==> src/core/afs_pkg.sv <==
// Function
// - Undervoltage shuts the whole system down; restart 100 ms after recovery.
// - Overvoltage shuts power stages down; restart 100 ms after recovery.
// - Unbalance fault when either supply magnitude exceeds twice the other.
// - After unbalance clears, restart once 100 ms has elapsed.
// - Lost or slow external clock switches amplifier off until it returns.
// - After clock loss, the 100 ms delay starts only once clock is back.
// - Foldback only reduces gain; warning asserts first; status output stays idle.
// - Overcurrent shuts down only with low-impedance short; else limits; timer pin.
// - Window check at start-up and restarts holds start-up, restarts directly.
// - Overtemp and supply and clock faults: shutdown, 100 ms restart, status.
// - Status pulses at switching rate while limiting; steady after shutdown.
// - Shutdown shows a status pulse of about 100 ms; start-up shows status only during the window check.
// - Disabling foldback never disables the thermal warning output.
// - Persistent overcurrent shutdown retries switching every 100 ms.
package afs_pkg;

  localparam int ADDR_W = 4;
  localparam int DATA_W = 32;
  localparam int SUPPLY_W = 12;

  // =========================================================
  // Register byte offsets
  localparam logic [3:0] CTRL_OFS = 4'h0;
  localparam logic [3:0] STATE_OFS = 4'h4;
  localparam logic [3:0] IRQ_STAT_OFS = 4'h8;
  localparam logic [3:0] IRQ_MASK_OFS = 4'hc;

  // =========================================================
  // Control fields and reset value
  localparam int CTRL_OPERATE_BIT = 0;
  localparam int CTRL_FOLD_DIS_BIT = 1;
  localparam logic [1:0] CTRL_RESET = 2'h0;

  // =========================================================
  // Fault and event bit positions (live state, status and mask)
  localparam int FLT_W = 9;
  localparam int FLT_UNDER = 0;
  localparam int FLT_OVER = 1;
  localparam int FLT_UNBAL = 2;
  localparam int FLT_CLOCK = 3;
  localparam int FLT_OTEMP = 4;
  localparam int FLT_LIMIT = 5;
  localparam int FLT_SHORT = 6;
  localparam int FLT_WINDOW = 7;
  localparam int FLT_WARN = 8;
  localparam int STATE_FIELD_LSB = 16;
  localparam logic [FLT_W-1:0] MASK_RESET = 9'h000;

  // =========================================================
  // Timing
  localparam int CLK_HZ = 250_000_000;
  localparam int RESTART_MS = 100;
  localparam int RESTART_CYC = RESTART_MS * (CLK_HZ / 1000);
  localparam int CLK_LOSS_CYC = 1024;

  typedef enum logic [2:0] {
    AFS_STBY,
    AFS_CHECK,
    AFS_RUN,
    AFS_OFF,
    AFS_DELAY
  } afs_state_t;

endpackage

==> src/core/afs_supervisor.sv <==
// The Avalon-MM interface to the registers and the register addresses were decided locally.
`timescale 1ns/1ps
module afs_supervisor #(
  parameter int RESTART_CYC = afs_pkg::RESTART_CYC,
  parameter int CLK_LOSS_CYC = afs_pkg::CLK_LOSS_CYC,
  parameter int SUPPLY_W = afs_pkg::SUPPLY_W
) (
  input wire logic clk_i,
  input wire logic rst_n_i,
  input wire logic [afs_pkg::ADDR_W-1:0] avs_address_i,
  input wire logic avs_read_i,
  input wire logic avs_write_i,
  input wire logic [afs_pkg::DATA_W-1:0] avs_writedata_i,
  input wire logic [3:0] avs_byteenable_i,
  output logic [afs_pkg::DATA_W-1:0] avs_readdata_o,
  output logic avs_waitrequest_o,
  output logic irq_o,
  input wire logic undervoltage_i,
  input wire logic overvoltage_i,
  input wire logic overtemp_i,
  input wire logic temp_warn_i,
  input wire logic fold_temp_i,
  input wire logic overcurrent_fault_i,
  input wire logic short_below_threshold_i,
  input wire logic window_fault_i,
  input wire logic ext_osc_i,
  input wire logic pwm_phase_i,
  input wire logic [SUPPLY_W-1:0] positive_analog_supply_i,
  input wire logic [SUPPLY_W-1:0] negative_analog_supply_i,
  output logic power_stage_en_o,
  output logic system_shutdown_o,
  output logic thermal_foldback_o,
  output logic thermal_warning_out_o,
  output logic protection_status_out_o,
  output logic short_timer_active_o
);

  // =========================================================
  // Reset release
  logic rst_q1;
  logic rst_n;

  always_ff @(posedge clk_i or negedge rst_n_i) begin
    if (!rst_n_i) begin
      rst_q1 <= 1'b0;
      rst_n <= 1'b0;
    end else begin
      rst_q1 <= 1'b1;
      rst_n <= rst_q1;
    end
  end

  // =========================================================
  // Input synchronisers
  localparam int PIN_W = 10;
  localparam int SUP2_W = 2 * SUPPLY_W;
  logic [PIN_W-1:0] pin_meta;
  logic [PIN_W-1:0] pin_s;
  logic [SUP2_W-1:0] sup_meta;
  logic [SUP2_W-1:0] sup_s;

  always_ff @(posedge clk_i or negedge rst_n) begin
    if (!rst_n) begin
      pin_meta <= '0;
      pin_s <= '0;
    end else begin
      pin_meta <= {pwm_phase_i, ext_osc_i, window_fault_i,
                   short_below_threshold_i, overcurrent_fault_i,
                   fold_temp_i, temp_warn_i, overtemp_i,
                   overvoltage_i, undervoltage_i};
      pin_s <= pin_meta;
    end
  end

  // Supply codes change slowly against the clock, so a word-wide
  // two-stage capture is accepted; a torn sample lasts one cycle.
  always_ff @(posedge clk_i or negedge rst_n) begin
    if (!rst_n) begin
      sup_meta <= '0;
      sup_s <= '0;
    end else begin
      sup_meta <= {positive_analog_supply_i, negative_analog_supply_i};
      sup_s <= sup_meta;
    end
  end

  logic uv_s;
  logic ov_s;
  logic ot_s;
  logic warn_s;
  logic fold_s;
  logic oc_s;
  logic lowz_s;
  logic win_s;
  logic osc_s;
  logic phase_s;
  logic [SUPPLY_W-1:0] vpos;
  logic [SUPPLY_W-1:0] vneg;

  assign {phase_s, osc_s, win_s, lowz_s, oc_s,
          fold_s, warn_s, ot_s, ov_s, uv_s} = pin_s;
  assign vpos = sup_s[SUP2_W-1:SUPPLY_W];
  assign vneg = sup_s[SUPPLY_W-1:0];

  // =========================================================
  // Supply unbalance
  function automatic logic above_twice(
    input logic [SUPPLY_W-1:0] a,
    input logic [SUPPLY_W-1:0] b
  );
    above_twice = {1'b0, a} > {b, 1'b0};
  endfunction

  logic unbal;

  always_ff @(posedge clk_i or negedge rst_n) begin
    if (!rst_n) begin
      unbal <= 1'b0;
    end else begin
      unbal <= above_twice(vpos, vneg) | above_twice(vneg, vpos);
    end
  end

  // =========================================================
  // External clock watchdog
  localparam int OSC_W = $clog2(CLK_LOSS_CYC + 1);
  localparam logic [OSC_W-1:0] OSC_LIMIT = OSC_W'(CLK_LOSS_CYC);
  logic osc_q;
  logic [OSC_W-1:0] osc_cnt;
  logic clk_lost;

  always_ff @(posedge clk_i or negedge rst_n) begin
    if (!rst_n) begin
      osc_q <= 1'b0;
      osc_cnt <= '0;
    end else begin
      osc_q <= osc_s;
      if (osc_s != osc_q) begin
        osc_cnt <= '0;
      end else if (osc_cnt != OSC_LIMIT) begin
        osc_cnt <= osc_cnt + 1'b1;
      end
    end
  end

  // A clock too slow to toggle within the window counts as lost
  assign clk_lost = (osc_cnt == OSC_LIMIT);

  // =========================================================
  // Fault summary
  logic oc_short;
  logic shut_any;
  logic [afs_pkg::FLT_W-1:0] faults;

  assign oc_short = oc_s & lowz_s;
  assign shut_any = uv_s | ov_s | unbal | clk_lost | ot_s
                  | oc_short;

  always_comb begin
    faults = '0;
    faults[afs_pkg::FLT_UNDER] = uv_s;
    faults[afs_pkg::FLT_OVER] = ov_s;
    faults[afs_pkg::FLT_UNBAL] = unbal;
    faults[afs_pkg::FLT_CLOCK] = clk_lost;
    faults[afs_pkg::FLT_OTEMP] = ot_s;
    faults[afs_pkg::FLT_LIMIT] = oc_s & ~lowz_s;
    faults[afs_pkg::FLT_SHORT] = oc_short;
    faults[afs_pkg::FLT_WINDOW] = win_s;
    faults[afs_pkg::FLT_WARN] = warn_s;
  end

  // =========================================================
  // Control register
  logic [1:0] ctrl;
  logic operate;
  logic fold_dis;

  assign operate = ctrl[afs_pkg::CTRL_OPERATE_BIT];
  assign fold_dis = ctrl[afs_pkg::CTRL_FOLD_DIS_BIT];

  // =========================================================
  // Protection sequencer
  localparam int DLY_W = $clog2(RESTART_CYC + 1);
  localparam logic [DLY_W-1:0] DLY_LAST = DLY_W'(RESTART_CYC - 1);
  afs_pkg::afs_state_t state;
  afs_pkg::afs_state_t next_state;
  logic [DLY_W-1:0] dly_cnt;

  always_comb begin
    next_state = state;
    unique case (state)
      afs_pkg::AFS_STBY: begin
        if (shut_any) begin
          next_state = afs_pkg::AFS_OFF;
        end else if (operate) begin
          next_state = afs_pkg::AFS_CHECK;
        end
      end
      afs_pkg::AFS_CHECK: begin
        if (shut_any) begin
          next_state = afs_pkg::AFS_OFF;
        end else if (!operate) begin
          next_state = afs_pkg::AFS_STBY;
        end else if (!win_s) begin
          next_state = afs_pkg::AFS_RUN;
        end
      end
      afs_pkg::AFS_RUN: begin
        if (shut_any) begin
          next_state = afs_pkg::AFS_OFF;
        end else if (!operate) begin
          next_state = afs_pkg::AFS_STBY;
        end
      end
      afs_pkg::AFS_OFF: begin
        if (!shut_any) begin
          next_state = afs_pkg::AFS_DELAY;
        end
      end
      afs_pkg::AFS_DELAY: begin
        if (shut_any) begin
          next_state = afs_pkg::AFS_OFF;
        end else if (dly_cnt == DLY_LAST) begin
          // Every restart, also after a short, passes the window check
          next_state = afs_pkg::AFS_CHECK;
        end
      end
      default: next_state = afs_pkg::AFS_STBY;
    endcase
  end

  always_ff @(posedge clk_i or negedge rst_n) begin
    if (!rst_n) begin
      state <= afs_pkg::AFS_STBY;
    end else begin
      state <= next_state;
    end
  end

  always_ff @(posedge clk_i or negedge rst_n) begin
    if (!rst_n) begin
      dly_cnt <= '0;
    end else if (state == afs_pkg::AFS_DELAY) begin
      dly_cnt <= dly_cnt + 1'b1;
    end else begin
      dly_cnt <= '0;
    end
  end

  // =========================================================
  // Outputs to the power stage and diagnostic pins
  logic status_next;

  // Decoded from next_state so status and stage enable move at one edge;
  // otherwise the first switching cycle would still show the start pulse
  always_comb begin
    unique case (next_state)
      afs_pkg::AFS_RUN: status_next = oc_s & phase_s;
      afs_pkg::AFS_OFF,
      afs_pkg::AFS_DELAY,
      afs_pkg::AFS_CHECK: status_next = 1'b1;
      default: status_next = 1'b0;
    endcase
  end

  always_ff @(posedge clk_i or negedge rst_n) begin
    if (!rst_n) begin
      power_stage_en_o <= 1'b0;
      system_shutdown_o <= 1'b0;
      protection_status_out_o <= 1'b0;
      short_timer_active_o <= 1'b0;
    end else begin
      power_stage_en_o <= (next_state == afs_pkg::AFS_RUN);
      system_shutdown_o <= uv_s;
      protection_status_out_o <= status_next;
      short_timer_active_o <= oc_s &
                              (state == afs_pkg::AFS_RUN);
    end
  end

  // Foldback and warning touch neither the sequencer nor status output
  always_ff @(posedge clk_i or negedge rst_n) begin
    if (!rst_n) begin
      thermal_foldback_o <= 1'b0;
      thermal_warning_out_o <= 1'b0;
    end else begin
      thermal_foldback_o <= fold_s & ~fold_dis;
      thermal_warning_out_o <= warn_s;
    end
  end

  // =========================================================
  // Register bus slave
  logic ack;
  logic wr_en;
  logic [afs_pkg::FLT_W-1:0] irq_stat;
  logic [afs_pkg::FLT_W-1:0] irq_mask;
  logic [afs_pkg::FLT_W-1:0] faults_q;
  logic [afs_pkg::FLT_W-1:0] w1c;

  // Every access answers one edge after it is seen
  assign avs_waitrequest_o = (avs_read_i | avs_write_i) & ~ack;
  assign wr_en = avs_write_i & ~ack;

  always_ff @(posedge clk_i or negedge rst_n) begin
    if (!rst_n) begin
      ack <= 1'b0;
    end else begin
      ack <= (avs_read_i | avs_write_i) & ~ack;
    end
  end

  always_ff @(posedge clk_i or negedge rst_n) begin
    if (!rst_n) begin
      ctrl <= afs_pkg::CTRL_RESET;
    end else if (wr_en && avs_address_i == afs_pkg::CTRL_OFS
                 && avs_byteenable_i[0]) begin
      ctrl <= avs_writedata_i[1:0];
    end
  end

  always_ff @(posedge clk_i or negedge rst_n) begin
    if (!rst_n) begin
      irq_mask <= afs_pkg::MASK_RESET;
    end else if (wr_en && avs_address_i == afs_pkg::IRQ_MASK_OFS) begin
      if (avs_byteenable_i[0]) begin
        irq_mask[7:0] <= avs_writedata_i[7:0];
      end
      if (avs_byteenable_i[1]) begin
        irq_mask[8] <= avs_writedata_i[8];
      end
    end
  end

  always_comb begin
    w1c = '0;
    if (wr_en && avs_address_i == afs_pkg::IRQ_STAT_OFS) begin
      if (avs_byteenable_i[0]) begin
        w1c[7:0] = avs_writedata_i[7:0];
      end
      if (avs_byteenable_i[1]) begin
        w1c[8] = avs_writedata_i[8];
      end
    end
  end

  // A new rising fault in the clearing cycle stays set
  always_ff @(posedge clk_i or negedge rst_n) begin
    if (!rst_n) begin
      faults_q <= '0;
      irq_stat <= '0;
    end else begin
      faults_q <= faults;
      irq_stat <= (irq_stat & ~w1c) | (faults & ~faults_q);
    end
  end

  always_ff @(posedge clk_i or negedge rst_n) begin
    if (!rst_n) begin
      irq_o <= 1'b0;
    end else begin
      irq_o <= |(irq_stat & irq_mask);
    end
  end

  always_ff @(posedge clk_i or negedge rst_n) begin
    if (!rst_n) begin
      avs_readdata_o <= '0;
    end else if (avs_read_i && !ack) begin
      unique case (avs_address_i)
        afs_pkg::CTRL_OFS:
          avs_readdata_o <= {30'h0, ctrl};
        afs_pkg::STATE_OFS:
          avs_readdata_o <= {13'h0, 3'(state), 7'h0, faults};
        afs_pkg::IRQ_STAT_OFS:
          avs_readdata_o <= {23'h0, irq_stat};
        afs_pkg::IRQ_MASK_OFS:
          avs_readdata_o <= {23'h0, irq_mask};
        default: avs_readdata_o <= '0;
      endcase
    end
  end

endmodule

==> config.mk <==
export PLATFORM = sky130hd
export DESIGN_NAME = afs_supervisor
export DESIGN_NICKNAME = d
export VERILOG_FILES = /design/src/core/afs_pkg.sv /design/src/core/afs_supervisor.sv
export SDC_FILE = /design/constraint.sdc
export NUM_CORES = 1
export LEC_CHECK = 0
export ABC_AREA = 1
export BUFFER_PORTS_ARGS = -buffer_cell sky130_fd_sc_hd__buf_2
export CAP_MARGIN = 5
export CELL_PAD_IN_SITES_DETAIL_PLACEMENT = 1
export CELL_PAD_IN_SITES_GLOBAL_PLACEMENT = 2
export CORE_MARGIN = 1
export CORE_UTILIZATION = 34
export DETAILED_ROUTE_END_ITERATION = 7
export PLACE_DENSITY = 0.88
export SLEW_MARGIN = 20
export SYNTH_ARGS = -nofsm -noshare
export SYNTH_HDL_FRONTEND = slang
export SYNTH_SLANG_ARGS = --single-unit
export TNS_END_PERCENT = 50
==> constraint.sdc <==
create_clock -name clk_i -period 7 [get_ports clk_i]
set_clock_uncertainty 0.2 [all_clocks]
set_input_delay 1.4 -clock clk_i [delete_from_list [all_inputs] [get_ports clk_i]]
set_output_delay 1.4 -clock clk_i [all_outputs]
set_load 0.02 [all_outputs]
==> flow_metrics.tcl <==
set metrics [dict create \
    status "completed" \
    fill_cells 2315 \
    firstDrtPassIters 4 \
    synth_seq_area_share 0.582 \
    grt_antenna_before_repair 0 \
    leakagePower_nw 3.99 \
    syn_area_per_cell_sq_um 9.45 \
    grt_usage 0.161 \
    route.antenna.remaining_nets 0 \
    drt_drc_violations_left 0 \
    fin_crit_ns 3.99 \
    setup-tns-final_ns 0 \
    post_synth_fa_ha_maj_area_fraction 0.0460 \
    pin_count_of_the_biggest_net_entering_global_routing 70 \
    power.share.sequential 0.461 \
    sw_ratio 0.288 \
    synthDistinctLibCells 39 \
    first_pass_grt_wire_length_um 25400 \
    flow.area_growth_from_synthesis_pct 17.9 \
    postSynth.asyncResetShare 1.00 \
    footprint_of_the_multi_input_gates_sq_um 2350 \
    comb_power_share 0.108 \
    floorplan_die_width_um 143 \
    yosys.area.top_type "dfrtp_1" \
    report.final.setup_viol 0 \
    die_y_um 143 \
    cts_resized 0 \
    cts_made_buffers 17 \
    floorplan.io_pins 118 \
    cts_tree "done" \
    synth.ff_latch_count 158 \
    nNetsFinal 908 \
    finalMaxSlewViolations 0 \
    synthXorXnorAreaFrac 0.0129 \
    timing.critical_path.fanout_max 24 \
    finalCritPeriodShare 0.570 \
    syn-cell-area_sq_um 6800 \
    timing.max_slew.rel_slack 0.440 \
    synth-compound-area-share 0.0797 \
    globalRouteOverflowTotal 0 \
    type_of_origin_of_the_critical_path "primary input" \
    globalplace.congestion 0.775 \
    antennaDiodeCount 0 \
    internal_power_w 0.00157 \
    drt-wirelength-per-cell_um 14.0 \
    vias 4892 \
    setup_repair_after_global_routing_missed_its_margin "no" \
    clk_transition_reported_paths_ns 0.07 \
    number_of_buffers_inserted_by_post_cts_setup_repair 0 \
    detail_route.wirelength_um 15200 \
    grt_pass1_vias 5080 \
    timing.fmax_ghz 0.251 \
    placed_cell_area_sq_um 7400 \
    clkLatencyLatePin_ns 0.43 \
    port-buffer-count 72 \
    area_of_all_placed_cells_without_fillers_sq_um 8010 \
    p_sw_w 0.000634 \
    final_util 0.410 \
    powerDensity_nw_per_um2 275 \
    clockRootBuffer "clkbuf_16" \
    max_slew.worst_pin.slew_ns 0.840 \
    synth_top_family_by_area "simple AND/OR/NAND/NOR gates" \
    h-tree-depth 4 \
    report.final.hold_viol_count 0 \
    max-cap-violations 0 \
    criticalPathCategory "primary input to output pin" \
    mux_cell_area_share_after_synthesis 0 \
    synth-edff-count 0 \
    holdBufCountCts 0 \
    ys.flop_type "dfrtp_1" \
    hold_path.class "register to asynchronous set/reset pin" \
    cts_num_sinks 158 \
    dp.final_hpwl_um 11200 \
    required_ns 5.40 \
    synth.top_cells.by_area "dfrtp_1 (58%), nand2_1 (8.2%), inv_1 (5.4%)" \
    ff_latch_area_sq_um 3960 \
    synth.yosys.warnings 0 \
    cts-root-to-sink-buffers 2 \
    layout-drive-gt1-share 0.167 \
    ir_drop_mv 0.179 \
    initial_core_util 0.348 \
    placeableCoreArea_sq_um 19500 \
    synth_top_cell_area_share 0.582 \
    syn-instance-count 719 \
    setup.worst_path.end_class "output pin" \
    via_per_inst 4.52 \
    die_area_sq_um 20600 \
    first_iter_violations 159 \
    finalPower_w 0.00220 \
    post_synth_and_or_nand_nor_area_fraction 0.196 \
    placementRows 51 \
    critPathArrivalTime_ns 2.39 \
    power_frac_clock 0.430 \
]
worst max-delay path: stages:
cell and delay, ns:
buf_2 0.09, nand2_1 0.56, nand2_1 0.15, buf_2 0.19
flip-flops by register name, indices dropped and copies added (netlist names), 2 cells and up:
signal	cells
dly_cnt	25
irq_mask	9
faults_q	9
ctrl	2
irq_stat	9
sup_meta	24
state	3
pin_s	10
pin_meta	10
avs_readdata_o	12
sup_s	24
osc_cnt	11
metal layers:
| metal | track usage | vias up | routed length [um] |
|---|---|---|---|
| met5 | 0 | - | 0 |
| met4 | 0.0538 | 0 | 177 |
| met3 | 0.0327 | 13 | 406 |
| met2 | 0.267 | 50 | 7450 |
| met1 | 0.208 | 2410 | 7140 |
| li1 | - | 2419 | - |
cell type report:
type                       instances  share of cell area
timing repair buffer              74              0.0468
inverter                         102              0.0478
multi-input combinational        452               0.294
tap                              265              0.0414
clock inverter                    15              0.0233
clock buffer                      17              0.0531
sequential                       158               0.494
Yosys cell counts (3+ instances only):
cell type	number
buf_4	21
nand2_2	5
nor2_2	7
a21oi_1	36
nor3_2	4
nor3_1	14
ha_1	25
nand3_1	33
o21ai_0	54
nor2_1	60
clkbuf_1	3
xor2_1	7
o31ai_1	4
nand4_1	6
xnor2_1	3
a31oi_1	3
nand3b_1	3
inv_2	5
dfrtp_1	158
inv_1	97
nand2_1	148
power by group through the flow:
stage	clock (W)	sequential [W]	combinational, W
6_report	0.000948	0.00102	0.000239
5_1_grt	0.00101	0.00102	0.000277
4_1_cts	0.000974	0.00102	0.000246
3_5_place_dp	0	0.00103	0.000242
3_3_place_gp	0	0.00103	0.000236
2_1_floorplan	0	0.00105	0.000147
metrics by stage:
stage | cells | worst slack [ns] | hold slack, ns
after CTS | 1083 | 2.97 | 0.0260
after detailed placement | 1051 | 2.98 | 0.0215
final | 1083 | 3.01 | 0.00916
after floorplan | 738 | 2.07 | 0.131
after global placement | 1051 | 2.98 | 0.0141
after global routing | 1083 | 2.91 | 0.0475
worst paths after layout:
kind	startpoint	to	slack, ns	depth (start not counted)
max reg2reg	state[1]	power_stage_en_o	4.72	11
min in group clk_i	pin_meta[3]	pin_s[3]	0.15	0
max in group asynchronous	rst_n	dly_cnt[4]	5.46	1
min	rst_n	sup_meta[5]	0.009	0
max	avs_read_i	avs_waitrequest_o	3.01	4
min reg2reg	rst_n	sup_meta[5]	0.009	0
cells in the final DEF (no fill, tap or decap), types with 3 or more instances in the layout:
cell type | Yosys | layout
o31ai_1 | 4 | 4
inv_6 | 0 | 4
dfrtp_1 | 158 | 157
nor2_1 | 60 | 60
inv_8 | 0 | 5
clkinv_8 | 0 | 3
nor2_2 | 7 | 7
xnor2_1 | 3 | 3
a21oi_1 | 36 | 36
nand3b_1 | 3 | 3
clkbuf_16 | 0 | 17
nand3_1 | 33 | 33
buf_2 | 1 | 72
ha_1 | 25 | 25
nor3_1 | 14 | 14
nand2_2 | 5 | 5
nand4_1 | 6 | 6
a31oi_1 | 3 | 3
nor3_2 | 4 | 4
o21ai_0 | 54 | 54
inv_2 | 5 | 5
xor2_1 | 7 | 7
inv_1 | 97 | 97
nand2_1 | 148 | 148
conb_1 | 2 | 21
cell families (layout without fill, tap and decap cells):
| group | count (synthesis) | count (layout) |
|---|---|---|
| AO/OA/AOI/OAI | 103 | 103 |
| other | 2 | 21 |
| flip-flops | 158 | 158 |
| XOR/XNOR | 10 | 10 |
| buffers and inverters | 128 | 208 |
| adder cells (fa/ha/maj) | 25 | 25 |
| AND/OR/NAND/NOR | 293 | 293 |
Power figures use the tool's default switching activity.
